## src/logic/cbs_regs.vh

```
// Register offsets, field positions, reset values and thresholds of the channel B pin block
`ifndef CBS_REGS_VH
`define CBS_REGS_VH

// Register byte offsets within the block's port
`define CBS_OFS_CTRL       7'h00
`define CBS_OFS_STATUS     7'h04
`define CBS_OFS_IRQ_STAT   7'h08
`define CBS_OFS_IRQ_MASK   7'h0C

// Address split: low bits pick the register, high field is the port address
`define CBS_ADR_W          12
`define CBS_PORT_LSB       7
`define CBS_PORT_MSB       11
`define CBS_PORT_W         5

// Control register fields
`define CBS_CTRL_LOS_EN    0
`define CBS_CTRL_REG_PD    1
`define CBS_CTRL_VIEW_LSB  2
`define CBS_CTRL_VIEW_MSB  3
`define CBS_CTRL_REF1_A    4
`define CBS_CTRL_REF1_B    5
`define CBS_CTRL_DP_RST    6
`define CBS_CTRL_W         7
`define CBS_CTRL_RST       7'h01

// Status register fields
`define CBS_STAT_LOS       0
`define CBS_STAT_PD_PIN    1
`define CBS_STAT_CH_DOWN   2
`define CBS_STAT_REF1_A    3
`define CBS_STAT_REF1_B    4
`define CBS_STAT_LANE_LSB  5

// Interrupt bits, shared by status and mask
`define CBS_IRQ_LOS_SET    0
`define CBS_IRQ_LOS_CLR    1
`define CBS_IRQ_ROTATE     2
`define CBS_IRQ_PD_REL     3
`define CBS_IRQ_W          4
`define CBS_IRQ_MASK_RST   4'h0

// Views that the loss indicator pin can show
`define CBS_VIEW_LOS       2'h0
`define CBS_VIEW_DOWN      2'h1
`define CBS_VIEW_JOG       2'h2
`define CBS_VIEW_LANE0     2'h3

// Loss detection thresholds in mV peak to peak
`define CBS_LOS_ASSERT_MV   8'h4B
`define CBS_LOS_DEASSERT_MV 8'h96
`define CBS_LEVEL_W         8

`endif

```

## src/logic/cbs_chan_b_pins.v

```verilog
// Channel B loss indicator, lane jog, power down and reference select logic
//
// Notes on behaviour
// - The loss pin is low while signal is seen on the receive input and high once it is lost.
// - When enabled, loss is declared at or below 75 mVpp and cleared above 150 mVpp.
// - Software may switch the loss pin to show other internal states live instead.
// - While device reset is held the loss pin is driven low.
// - The loss pin floats during pin power down and during register power down.
// - Every rising or falling edge of the jog pin rotates the receive lane order one step.
// - Channel B is powered down while its power-down pin is low and runs when it is high.
// - Use of reference clock zero per channel is set by software or by the per-channel pins.
// - Reference clock one can serve one or both channels, selected by software or by the source select pin.
// - The source select pin picks clock zero when low, clock one when high; zero is default.
// - The block answers management accesses only when the port field matches its pins.
//
// The Wishbone register port and the address map are this design's own decisions.
`timescale 1ns/10ps
`include "cbs_regs.vh"
module cbs_chan_b_pins #(
  parameter LANES  = 8,
  parameter LANE_W = 3
) (
  input  wire                    clk_i,
  input  wire                    rst_i,
  // Wishbone slave
  input  wire                    cyc_i,
  input  wire                    stb_i,
  input  wire                    we_i,
  input  wire [`CBS_ADR_W-1:0]   adr_i,
  input  wire [3:0]              sel_i,
  input  wire [31:0]             dat_i,
  output reg  [31:0]             dat_o,
  output reg                     ack_o,
  output reg                     irq_o,
  // Pins and front end
  input  wire [`CBS_PORT_W-1:0]  mgmt_port_address_i,
  input  wire [`CBS_LEVEL_W-1:0] high_speed_rx_b_level_i,
  input  wire                    lane_rotate_jog_b_i,
  input  wire                    chan_b_power_down_n_i,
  input  wire                    ref_select_chan_a_i,
  input  wire                    ref_select_chan_b_i,
  input  wire                    ref_source_select_i,
  output reg                     rx_signal_lost_b_o,
  output reg                     rx_signal_lost_b_oe_n_o,
  output reg                     chan_b_powered_down_o,
  output reg                     datapath_reset_b_o,
  output reg                     lane_rotate_step_b_o,
  output reg  [LANE_W-1:0]       lane_index_b_o,
  output reg                     ref_clock_one_a_o,
  output reg                     ref_clock_one_b_o
);

  ////////////////////////////////////////////////////////////////////////////
  // Byte-lane write merge for the low byte, where every field lives
  function [7:0] wr_low;
    input [7:0] old_v;
    input [3:0] sel;
    input [7:0] new_v;
    begin
      wr_low = sel[0] ? new_v : old_v;
    end
  endfunction

  reg  [`CBS_CTRL_W-1:0] ctrl_r;
  reg  [`CBS_IRQ_W-1:0]  irq_stat_r;
  reg  [`CBS_IRQ_W-1:0]  irq_mask_r;
  reg  [`CBS_IRQ_W-1:0]  irq_stat_nxt;
  reg  [LANE_W-1:0]      lane_r;
  reg  [LANE_W-1:0]      lane_nxt;
  reg                    los_q_r;
  reg  [31:0]            rd_nxt;
  reg                    pin_nxt;

  wire                   jog_lvl;
  wire                   jog_chg;
  wire                   pd_n_lvl;
  wire                   pd_n_chg;
  wire [2:0]             ref_pins;
  wire [`CBS_PORT_W-1:0] port_q;
  wire                   los_raw;
  wire                   reg_pd;
  wire                   pd_pin;
  wire                   ch_down;
  wire                   ref1_a;
  wire                   ref1_b;
  wire                   port_hit;
  wire                   req;
  wire                   wr_go;
  wire [6:0]             ofs;
  wire [`CBS_IRQ_W-1:0]  irq_set;
  wire [1:0]             view;
  wire [7:0]             ctrl_wr;
  wire [7:0]             mask_wr;

  ////////////////////////////////////////////////////////////////////////////
  // Pin synchronisers; power-down pin resets to high so the channel starts up
  cbs_edge_sync #(
    .W       (1),
    .RST_VAL (1'b0)
  ) u_jog_sync (
    .clk_i (clk_i),
    .rst_i (rst_i),
    .d_i   (lane_rotate_jog_b_i),
    .q_o   (jog_lvl),
    .chg_o (jog_chg)
  );

  cbs_edge_sync #(
    .W       (1),
    .RST_VAL (1'b1)
  ) u_pd_sync (
    .clk_i (clk_i),
    .rst_i (rst_i),
    .d_i   (chan_b_power_down_n_i),
    .q_o   (pd_n_lvl),
    .chg_o (pd_n_chg)
  );

  cbs_edge_sync #(
    .W       (3),
    .RST_VAL (3'h0)
  ) u_ref_sync (
    .clk_i (clk_i),
    .rst_i (rst_i),
    .d_i   ({ref_source_select_i, ref_select_chan_b_i, ref_select_chan_a_i}),
    .q_o   (ref_pins),
    .chg_o ()
  );

  // Port address straps are static, so a per-bit synchroniser is safe
  cbs_edge_sync #(
    .W       (`CBS_PORT_W),
    .RST_VAL (5'h00)
  ) u_port_sync (
    .clk_i (clk_i),
    .rst_i (rst_i),
    .d_i   (mgmt_port_address_i),
    .q_o   (port_q),
    .chg_o ()
  );

  ////////////////////////////////////////////////////////////////////////////
  // Loss detection with hysteresis, gated by the enable bit
  cbs_los_hyst u_los (
    .clk_i   (clk_i),
    .rst_i   (rst_i),
    .en_i    (ctrl_r[`CBS_CTRL_LOS_EN]),
    .level_i (high_speed_rx_b_level_i),
    .los_o   (los_raw)
  );

  ////////////////////////////////////////////////////////////////////////////
  // Channel state and reference choice
  assign reg_pd  = ctrl_r[`CBS_CTRL_REG_PD];
  assign pd_pin  = ~pd_n_lvl;
  assign ch_down = pd_pin | reg_pd;
  assign view    = ctrl_r[`CBS_CTRL_VIEW_MSB:`CBS_CTRL_VIEW_LSB];

  // Clock one only by software bit or source select; a channel pin forces zero
  assign ref1_a  = ~ref_pins[0] &
                   (ctrl_r[`CBS_CTRL_REF1_A] | ref_pins[2]);
  assign ref1_b  = ~ref_pins[1] &
                   (ctrl_r[`CBS_CTRL_REF1_B] | ref_pins[2]);

  ////////////////////////////////////////////////////////////////////////////
  // Bus decode: only our port answers; other ports belong to other devices
  assign port_hit = (adr_i[`CBS_PORT_MSB:`CBS_PORT_LSB] == port_q);
  assign req      = cyc_i & stb_i & port_hit & ~ack_o;
  // Writes land on the edge at which the master samples ack, never earlier
  assign wr_go    = cyc_i & stb_i & we_i & port_hit & ack_o;
  assign ctrl_wr  = wr_low({1'b0, ctrl_r}, sel_i, dat_i[7:0]);
  assign mask_wr  = wr_low({4'h0, irq_mask_r}, sel_i, dat_i[7:0]);
  assign ofs      = {adr_i[6:2], 2'b00};

  // Events: loss edges, rotation, release of the power-down pin
  assign irq_set  = {pd_n_chg & pd_n_lvl,
                     jog_chg,
                     los_q_r & ~los_raw,
                     ~los_q_r & los_raw};

  ////////////////////////////////////////////////////////////////////////////
  // Read mux; unmapped offsets of our port read as zero
  always @* begin
    rd_nxt = 32'h0000_0000;
    case (ofs)
      `CBS_OFS_CTRL: begin
        rd_nxt[`CBS_CTRL_W-1:0] = ctrl_r;
        rd_nxt[`CBS_CTRL_DP_RST] = 1'b0;
      end
      `CBS_OFS_STATUS: begin
        rd_nxt[`CBS_STAT_LOS]     = los_raw;
        rd_nxt[`CBS_STAT_PD_PIN]  = pd_pin;
        rd_nxt[`CBS_STAT_CH_DOWN] = ch_down;
        rd_nxt[`CBS_STAT_REF1_A]  = ref1_a;
        rd_nxt[`CBS_STAT_REF1_B]  = ref1_b;
        rd_nxt[`CBS_STAT_LANE_LSB +: LANE_W] = lane_r;
      end
      `CBS_OFS_IRQ_STAT: begin
        rd_nxt[`CBS_IRQ_W-1:0] = irq_stat_r;
      end
      `CBS_OFS_IRQ_MASK: begin
        rd_nxt[`CBS_IRQ_W-1:0] = irq_mask_r;
      end
      default: begin
        rd_nxt = 32'h0000_0000;
      end
    endcase
  end

  ////////////////////////////////////////////////////////////////////////////
  // Sticky status: write one clears, a new event in the same cycle wins
  always @* begin
    irq_stat_nxt = irq_stat_r;
    if (wr_go && ofs == `CBS_OFS_IRQ_STAT && sel_i[0]) begin
      irq_stat_nxt = irq_stat_r & ~dat_i[`CBS_IRQ_W-1:0];
    end
    irq_stat_nxt = irq_stat_nxt | irq_set;
  end

  // Lane counter wraps after the last lane
  always @* begin
    lane_nxt = lane_r;
    if (jog_chg) begin
      if (lane_r == LANES - 1) begin
        lane_nxt = {LANE_W{1'b0}};
      end else begin
        lane_nxt = lane_r + {{(LANE_W-1){1'b0}}, 1'b1};
      end
    end
  end

  // Value the loss pin shows when it drives
  always @* begin
    case (view)
      `CBS_VIEW_LOS:   pin_nxt = los_raw;
      `CBS_VIEW_DOWN:  pin_nxt = ch_down;
      `CBS_VIEW_JOG:   pin_nxt = jog_lvl;
      `CBS_VIEW_LANE0: pin_nxt = lane_r[0];
      default:         pin_nxt = los_raw;
    endcase
  end

  ////////////////////////////////////////////////////////////////////////////
  // Register file and bus answer, one wait cycle then ack
  always @(posedge clk_i) begin
    if (rst_i) begin
      ctrl_r     <= `CBS_CTRL_RST;
      irq_mask_r <= `CBS_IRQ_MASK_RST;
      irq_stat_r <= {`CBS_IRQ_W{1'b0}};
      ack_o      <= 1'b0;
      dat_o      <= 32'h0000_0000;
    end else begin
      ack_o      <= req;
      dat_o      <= req ? rd_nxt : 32'h0000_0000;
      irq_stat_r <= irq_stat_nxt;
      // Datapath reset request bit clears itself after one cycle
      ctrl_r[`CBS_CTRL_DP_RST] <= 1'b0;
      if (wr_go && ofs == `CBS_OFS_CTRL) begin
        ctrl_r <= ctrl_wr[`CBS_CTRL_W-1:0];
      end
      if (wr_go && ofs == `CBS_OFS_IRQ_MASK) begin
        irq_mask_r <= mask_wr[`CBS_IRQ_W-1:0];
      end
    end
  end

  ////////////////////////////////////////////////////////////////////////////
  // Channel outputs, all registered
  always @(posedge clk_i) begin
    if (rst_i) begin
      los_q_r               <= 1'b0;
      lane_r                <= {LANE_W{1'b0}};
      lane_index_b_o        <= {LANE_W{1'b0}};
      lane_rotate_step_b_o  <= 1'b0;
      chan_b_powered_down_o <= 1'b0;
      datapath_reset_b_o    <= 1'b0;
      ref_clock_one_a_o     <= 1'b0;
      ref_clock_one_b_o     <= 1'b0;
      irq_o                 <= 1'b0;
    end else begin
      los_q_r               <= los_raw;
      lane_r                <= lane_nxt;
      lane_index_b_o        <= lane_nxt;
      lane_rotate_step_b_o  <= jog_chg;
      chan_b_powered_down_o <= ch_down;
      // Software issues this after power-down release is flagged
      datapath_reset_b_o    <= ctrl_r[`CBS_CTRL_DP_RST];
      ref_clock_one_a_o     <= ref1_a;
      ref_clock_one_b_o     <= ref1_b;
      irq_o                 <= |(irq_stat_nxt & irq_mask_r);
    end
  end

  ////////////////////////////////////////////////////////////////////////////
  // Loss pin driver; reset wins over power down so the pin is never
  // left floating while the device is held in reset
  always @(posedge clk_i) begin
    if (rst_i) begin
      rx_signal_lost_b_o      <= 1'b0;
      rx_signal_lost_b_oe_n_o <= 1'b0;
    end else if (ch_down) begin
      rx_signal_lost_b_o      <= 1'b0;
      rx_signal_lost_b_oe_n_o <= 1'b1;
    end else begin
      rx_signal_lost_b_o      <= pin_nxt;
      rx_signal_lost_b_oe_n_o <= 1'b0;
    end
  end

endmodule

```

## src/logic/cbs_edge_sync.v

```verilog
// Two-stage synchroniser with change detection for pin inputs
`timescale 1ns/10ps
module cbs_edge_sync #(
  parameter           W       = 1,
  parameter [W-1:0]   RST_VAL = {W{1'b0}}
) (
  input  wire         clk_i,
  input  wire         rst_i,
  input  wire [W-1:0] d_i,
  output wire [W-1:0] q_o,
  output wire         chg_o
);

  reg [W-1:0] meta_r;
  reg [W-1:0] sync_r;
  reg [W-1:0] prev_r;

  ////////////////////////////////////////////////////////////////////////////
  // First stage feeds only the second; comparison uses later stages
  always @(posedge clk_i) begin
    if (rst_i) begin
      meta_r <= RST_VAL;
      sync_r <= RST_VAL;
      prev_r <= RST_VAL;
    end else begin
      meta_r <= d_i;
      sync_r <= meta_r;
      prev_r <= sync_r;
    end
  end

  // Any change between consecutive samples is one pulse
  assign q_o   = sync_r;
  assign chg_o = |(sync_r ^ prev_r);

endmodule

```

## src/logic/cbs_los_hyst.v

```verilog
// Loss-of-signal decision with hysteresis on the measured input swing
`timescale 1ns/10ps
`include "cbs_regs.vh"
module cbs_los_hyst #(
  parameter [`CBS_LEVEL_W-1:0] ASSERT_MV   = `CBS_LOS_ASSERT_MV,
  parameter [`CBS_LEVEL_W-1:0] DEASSERT_MV = `CBS_LOS_DEASSERT_MV
) (
  input  wire                    clk_i,
  input  wire                    rst_i,
  input  wire                    en_i,
  input  wire [`CBS_LEVEL_W-1:0] level_i,
  output reg                     los_o
);

  ////////////////////////////////////////////////////////////////////////////
  // Between the thresholds the old decision holds, so noise cannot chatter
  always @(posedge clk_i) begin
    if (rst_i) begin
      los_o <= 1'b0;
    end else if (!en_i) begin
      los_o <= 1'b0;
    end else if (level_i <= ASSERT_MV) begin
      los_o <= 1'b1;
    end else if (level_i > DEASSERT_MV) begin
      los_o <= 1'b0;
    end
  end

endmodule

```

## config.mk

```make
export PLATFORM = sky130hd
export DESIGN_NAME = cbs_chan_b_pins
export DESIGN_NICKNAME = d
export VERILOG_FILES = /design/src/logic/cbs_chan_b_pins.v /design/src/logic/cbs_edge_sync.v /design/src/logic/cbs_los_hyst.v
export VERILOG_INCLUDE_DIRS = /design/src /design/src/logic
export SDC_FILE = /design/constraint.sdc
export NUM_CORES = 1
export LEC_CHECK = 0
export ABC_AREA = 1
export BUFFER_PORTS_ARGS = -buffer_cell sky130_fd_sc_hd__buf_2
export CORE_UTILIZATION = 45
export DETAILED_ROUTE_END_ITERATION = 10
export PLACE_DENSITY = 0.78
export REMOVE_ABC_BUFFERS = 1
export SYNTH_ARGS = -nofsm -noshare
export SYNTH_HDL_FRONTEND = slang
export SYNTH_SLANG_ARGS = --single-unit
```

## constraint.sdc

```tcl
create_clock -name clk_i -period 3.65 [get_ports clk_i]
set_clock_uncertainty 0.15 [all_clocks]
set_input_delay 0.365 -clock clk_i [delete_from_list [all_inputs] [get_ports clk_i]]
set_output_delay 0.365 -clock clk_i [all_outputs]
set_load 0.03 [all_outputs]
```

After elaboration in Yosys (flattened, before gate mapping)
Cells that the tools add are included.

word-level totals
  memories kept = 0
  input port bits = 71
  bits in read-only memories = 0
  bits in writable memories = 0
  word-level logic and storage cells = 93
  latch bits = 0
  bits in registers = 83

operators by class
  add/subtract/negate cells = 1
  $lt $le $gt $ge = 2
  bitwise gates (word level) = 30
  multiplexer cells = 8
  div/mod/pow operators = 0
  reductions and logical operators = 15
  shifts and indexed selects = 0
  equality and inequality tests = 8
  $mul = 0

operators with widths
  cell                                                                               number
  4-bit one-hot mux with 4 select lines                                              1
  1-bit bitwise AND                                                                  11
  5-bit by 2-bit == test with 1-bit output (second input constant)                   2
  1-bit NOT                                                                          10
  4-bit bitwise AND                                                                  2
  8-bit > comparator (second input constant)                                         1
  8-bit by 7-bit less-or-equal comparator with 1-bit output (second input constant)  1
  2-bit OR reduction                                                                 4
  7-bit zero test                                                                    1
  3-bit one-hot mux with 2 select lines                                              1
  5-bit by 1-bit == test with 1-bit output (second input constant)                   1
  5-bit == test                                                                      1
  2-bit == test (second input constant)                                              2
  1-bit logical AND                                                                  4
  4-bit 2-to-1 mux                                                                   1
  4-bit NOT                                                                          1
  4-bit bitwise OR                                                                   1
  1-bit one-hot mux with 4 select lines                                              1
  2-bit AND reduction                                                                2
  4-bit OR reduction                                                                 1
  3-bit by 1-bit adder with 3-bit output (second input constant)                     1
  3-bit == test (second input constant)                                              1
  1-bit 2-to-1 mux                                                                   3
  3-bit 2-to-1 mux                                                                   1
  6 further kinds                                                                    9

Longest topological paths before layout
  word-level depth = 10
  gate-level depth with buffers = 13
  mapped depth without buffers = 13

Hierarchy
Synthesis repeated with hierarchy kept, for this count alone.

unflattened totals
  cells, all modules = 378
  area total of the unflattened synthesis = 2832.7 µm²

modules (own cells, without submodules)
  module                       cells an instance  times used  sequential area each (µm²)  area each (µm²)
  cbs_chan_b_pins              231                1           700.7                       1731.7
  cbs_edge_sync (u_port_sync)  66                 1           300.3                       505.5
  cbs_edge_sync (u_ref_sync)   38                 1           180.2                       302.8
  cbs_edge_sync (u_jog_sync)   13                 1           60.1                        97.6
  cbs_edge_sync (u_pd_sync)    11                 1           60.1                        97.6
  cbs_los_hyst                 19                 1           20.0                        97.6

Least setup slack after synthesis
Ideal clock, no wire load.

  kind = flip-flop to flip-flop
  start = reg ack_o
  end = reg ctrl_r[3]
  path slack = 2.057 ns
  required time = 3.381 ns
  stages on the path, launching flop included = 8
  path buffers = 0
  clock period less this slack = 1.593 ns
  setup time = 0.119 ns
  arrival time = 1.324 ns
  path through = dfxtp_1 nand2_1 nor2_4 inv_2 nor3_4 inv_2 o21ai_1 a21oi_1

between the ends
  cells in the longest elaborated chain, start to end = 3

RTL lines
  item                                  RTL line               source
  start: declaration                    cbs_chan_b_pins.v:33   output reg ack_o,
  start signal: assignment              cbs_chan_b_pins.v:253  ack_o <= req;
  1-bit bitwise AND                     cbs_chan_b_pins.v:170  assign wr_go = cyc_i & stb_i & we_i & port_hit & ack_o;
  1-bit logical AND (no source line)    --
  2-bit AND reduction (no source line)  --
  end signal: assignment                cbs_chan_b_pins.v:247  ctrl_r <= `CBS_CTRL_RST;
  end signal: assignment                cbs_chan_b_pins.v:259  ctrl_r <= ctrl_wr[`CBS_CTRL_W-1:0];
  end: declaration                      cbs_chan_b_pins.v:64   reg [`CBS_CTRL_W-1:0] ctrl_r;

No other way between the ends.
A chain may end at the register's enable or synchronous reset.

Worst setup path in the final report
  start = reg u_port_sync.sync_r[1] (netlist: u_port_sync.q_o[1])
  end = reg ctrl_r[4]

between the ends
  cells in the longest elaborated chain, start to end = 5

RTL lines
  item                                  RTL line               source
  start: declaration                    cbs_edge_sync.v:15     reg [W-1:0] sync_r;
  start signal: assignment              cbs_edge_sync.v:27     sync_r <= meta_r;
  5-bit == test                         cbs_chan_b_pins.v:167  assign port_hit = (adr_i[`CBS_PORT_MSB:`CBS_PORT_LSB] == port_q);
  1-bit bitwise AND (2 in series)       cbs_chan_b_pins.v:170
  1-bit logical AND (no source line)    --
  2-bit AND reduction (no source line)  --

No other way between the ends.

==> reports/results.ini <==
[status]
status=completed

[worst_setup_path]
crit_slowest_cell=dfxtp_1
rr_startpoint=u_port_sync.q_o[1]
crit_chain=inv_1 > nand2_1 > nand2_1 > nor2_1 > nand3_2 > nor2_4 > inv_2 > nor3_4 > inv_2 > o21ai_1 > a21oi_1
crit_type=reg2reg
worst-endpoint-required_ns=3.71
reg2regPathDepth=11
rrSetupSlack_ns=1.91
cp-end-kind=flop
max_stage_delay_ns=0.33
r2r_end=ctrl_r[4]
startpoint_type=flop
critPathMaxFanout=10
arrival_ns=1.80

[global_routing]
grt_pass1_wl_mm=7.26
grt_usage=0.175
grt_max_degree=41
overflow=0
antenna_found_initial=0
grt_pass1_vias=1779

[pwr]
p_seq_frac=0.449
switching_share=0.225
p_sw_uw=330
pwr-share-clk=0.466
p_leak_nw=1.45
p_int_mw=1.14
peakVddDrop_uv=269
power-per-cell-area_nw_per_um2=503
power_frac_comb=0.085

[synth]
synth_area_um2=2430
seq_area_frac_synth=0.479
yosysTopAreaCell=dfxtp_1
synth_cell_types=33
syn_area_per_cell_um2=7.73
netlist_top_cells_area=dfxtp_1 (48%), inv_1 (8.7%), buf_4 (7.7%)
ys_warn_count=0
synth_top_cell_area_share=0.479
syn_inst=314
synth-seq-cells=58

[sta]
tns_ns=0
tightest_slew_ns=0.738
whs_ns=0.0772
setup_viol_count_final=0
rsz0062_at_grt=no
fmax_ghz=0.575
fin_crit_sh=0.476
min_period_ns=1.74
relSlewSlack=0.508
slew_viol_final=0
final_hold_viol_count=0

[min_path]
hold_depth=2
worstHoldStart=chan_b_power_down_n_i
min_to=u_pd_sync.meta_r
holdCritPathClass=in2reg

[place]
dp_cells=437
hpwl_mm=3.36
io_buffer_count=60
gp_congestion=0.820

[die]
die_h_um=75.4
core-area_um2=5140
rows=26
die_area_um2=5690
io_pins=115
die_x_um=75.4
initial_core_util=0.472

[route]
met2WireLength_mm=2.22
wl_met1_mm=1.86
drt-wirelength-per-cell_um=9.86
drc=0
via_count=1985
first_pass_iters=4
drtIter0Drc=151
top_layer_used=met4
antenna_left=0
drt-total-wl_mm=4.47
viasPerCell=4.38
dr_wl_met3_um=273

[clock_network]
post_cts_resized=0
clk-insertion-delay-late_ns=0.32
cts-root-buf=clkbuf_8
postCtsSetupBuffers=0
clock_path_buffers=2
clk_pin_slew_ns=0.07
cts_tree=done
clock_sinks=58
htreeDepth=3
ctsHoldBuffers=0
cts_buffers=9

[finish]
final_cell_mix=buf_2 (60), dfxtp_1 (58), inv_1 (56)
num-fill-cells=492
final_nets=451
final_layout_size_suffix_gt1_frac=0.238
utilization=0.568
syn_to_final_growth_pct=20.3
final_cells=453
num_antenna_cells=0
layout_commonest_cell=buf_2

[job]
max_cap_viol_count=0

[routing by layer]
metal / track usage / vias up
li1: - / 1053
met1: 0.192 / 854
met2: 0.292 / 67
met3: 0.0529 / 11
met4: 0.119 / 0
met5: 0 / -
[critical path: cells and delay by family, from the launching register on]
kind | cells | cell delay (ns)
buf+inv | 3 | 0.24
compound gates | 2 | 0.18
flops | 1 | 0.33
simple gates | 6 | 0.71
[flip-flops by register name (all words and copies together) (netlist names), 3 cells and up]
signal              flops
dat_o                   8
ctrl_r                  7
irq_stat_r              4
u_ref_sync.q_o          3
u_ref_sync.meta_r       3
irq_mask_r              4
u_port_sync.meta_r      5
lane_r                  3
u_port_sync.q_o         5
[metrics by stage]
stage / setup slack (ns) / power [mW] / instance area [µm²]
after floorplan: 2.06 / 0.753 / 2300
after global placement: 1.74 / 0.793 / 2690
after detailed placement: 1.74 / 0.798 / 2690
after CTS: 1.91 / 1.48 / 2920
after global routing: 1.69 / 1.53 / 2920
final: 1.91 / 1.47 / 2920
[worst max path at each step]
stage	start	end	slack, ns	cells after the start
after floorplan	ack_o	ctrl_r[3]	2.06	7
after global placement	adr_i[5]	irq_o	1.74	11
after detailed placement	adr_i[5]	irq_o	1.74	11
after CTS	u_port_sync.q_o[4]	ctrl_r[4]	1.91	11
after global routing	u_port_sync.q_o[0]	ctrl_r[3]	1.69	11
final	u_port_sync.q_o[1]	ctrl_r[4]	1.91	11
[power by group through the flow]
stage                     clock [mW]  combinational, mW  sequential (mW)
after detailed placement           0              0.125            0.673
after global placement             0              0.121            0.672
after CTS                      0.699              0.125            0.659
after global routing           0.732              0.140            0.660
final                          0.684              0.125            0.659
after floorplan                    0             0.0742            0.679
[cells by family (layout without fill, tap and decap cells)]
family	after synthesis	count (layout)	synth area share
other cells	1	24	0.00155
fa+ha+maj	2	2	0.0103
flops	58	58	0.479
simple gates	117	117	0.220
buf+inv	88	134	0.178
compound gates	48	48	0.112
[cell usage after synthesis]
| cell | number |
|---|---|
| nand4_1 | 3 |
| o2111a_1 | 1 |
| buf_6 | 1 |
| inv_2 | 2 |
| o21ai_1 | 3 |
| a211oi_1 | 1 |
| inv_1 | 56 |
| nor3_1 | 1 |
| buf_4 | 25 |
| a211o_1 | 1 |
| o22ai_1 | 4 |
| and3_1 | 1 |
| dfxtp_1 | 58 |
| o21ai_0 | 10 |
| or2_2 | 5 |
| nand3b_1 | 2 |
| nand3_1 | 9 |
| clkbuf_1 | 2 |
| o21bai_1 | 2 |
| nor3_4 | 2 |
| conb_1 | 1 |
| nand2_1 | 48 |
| o21ai_2 | 1 |
| ha_1 | 2 |
| nor4_1 | 1 |
| nor2_4 | 1 |
| nand3_2 | 1 |
| buf_1 | 2 |
| nor2_1 | 39 |
| nor2_2 | 4 |
| a31oi_1 | 2 |
| a21oi_1 | 22 |
| o31ai_1 | 1 |
[cell type report]
type                       instances  area [µm²]  share of cell area
sequential                        58        1160               0.398
multi-input combinational        191         920               0.315
timing repair buffer              60         300               0.103
inverter                          58         218              0.0746
clock buffer                      10         128              0.0437
clock inverter                     6         105              0.0360
tap                               70        87.6              0.0300
(Power assumes the default switching activity.)
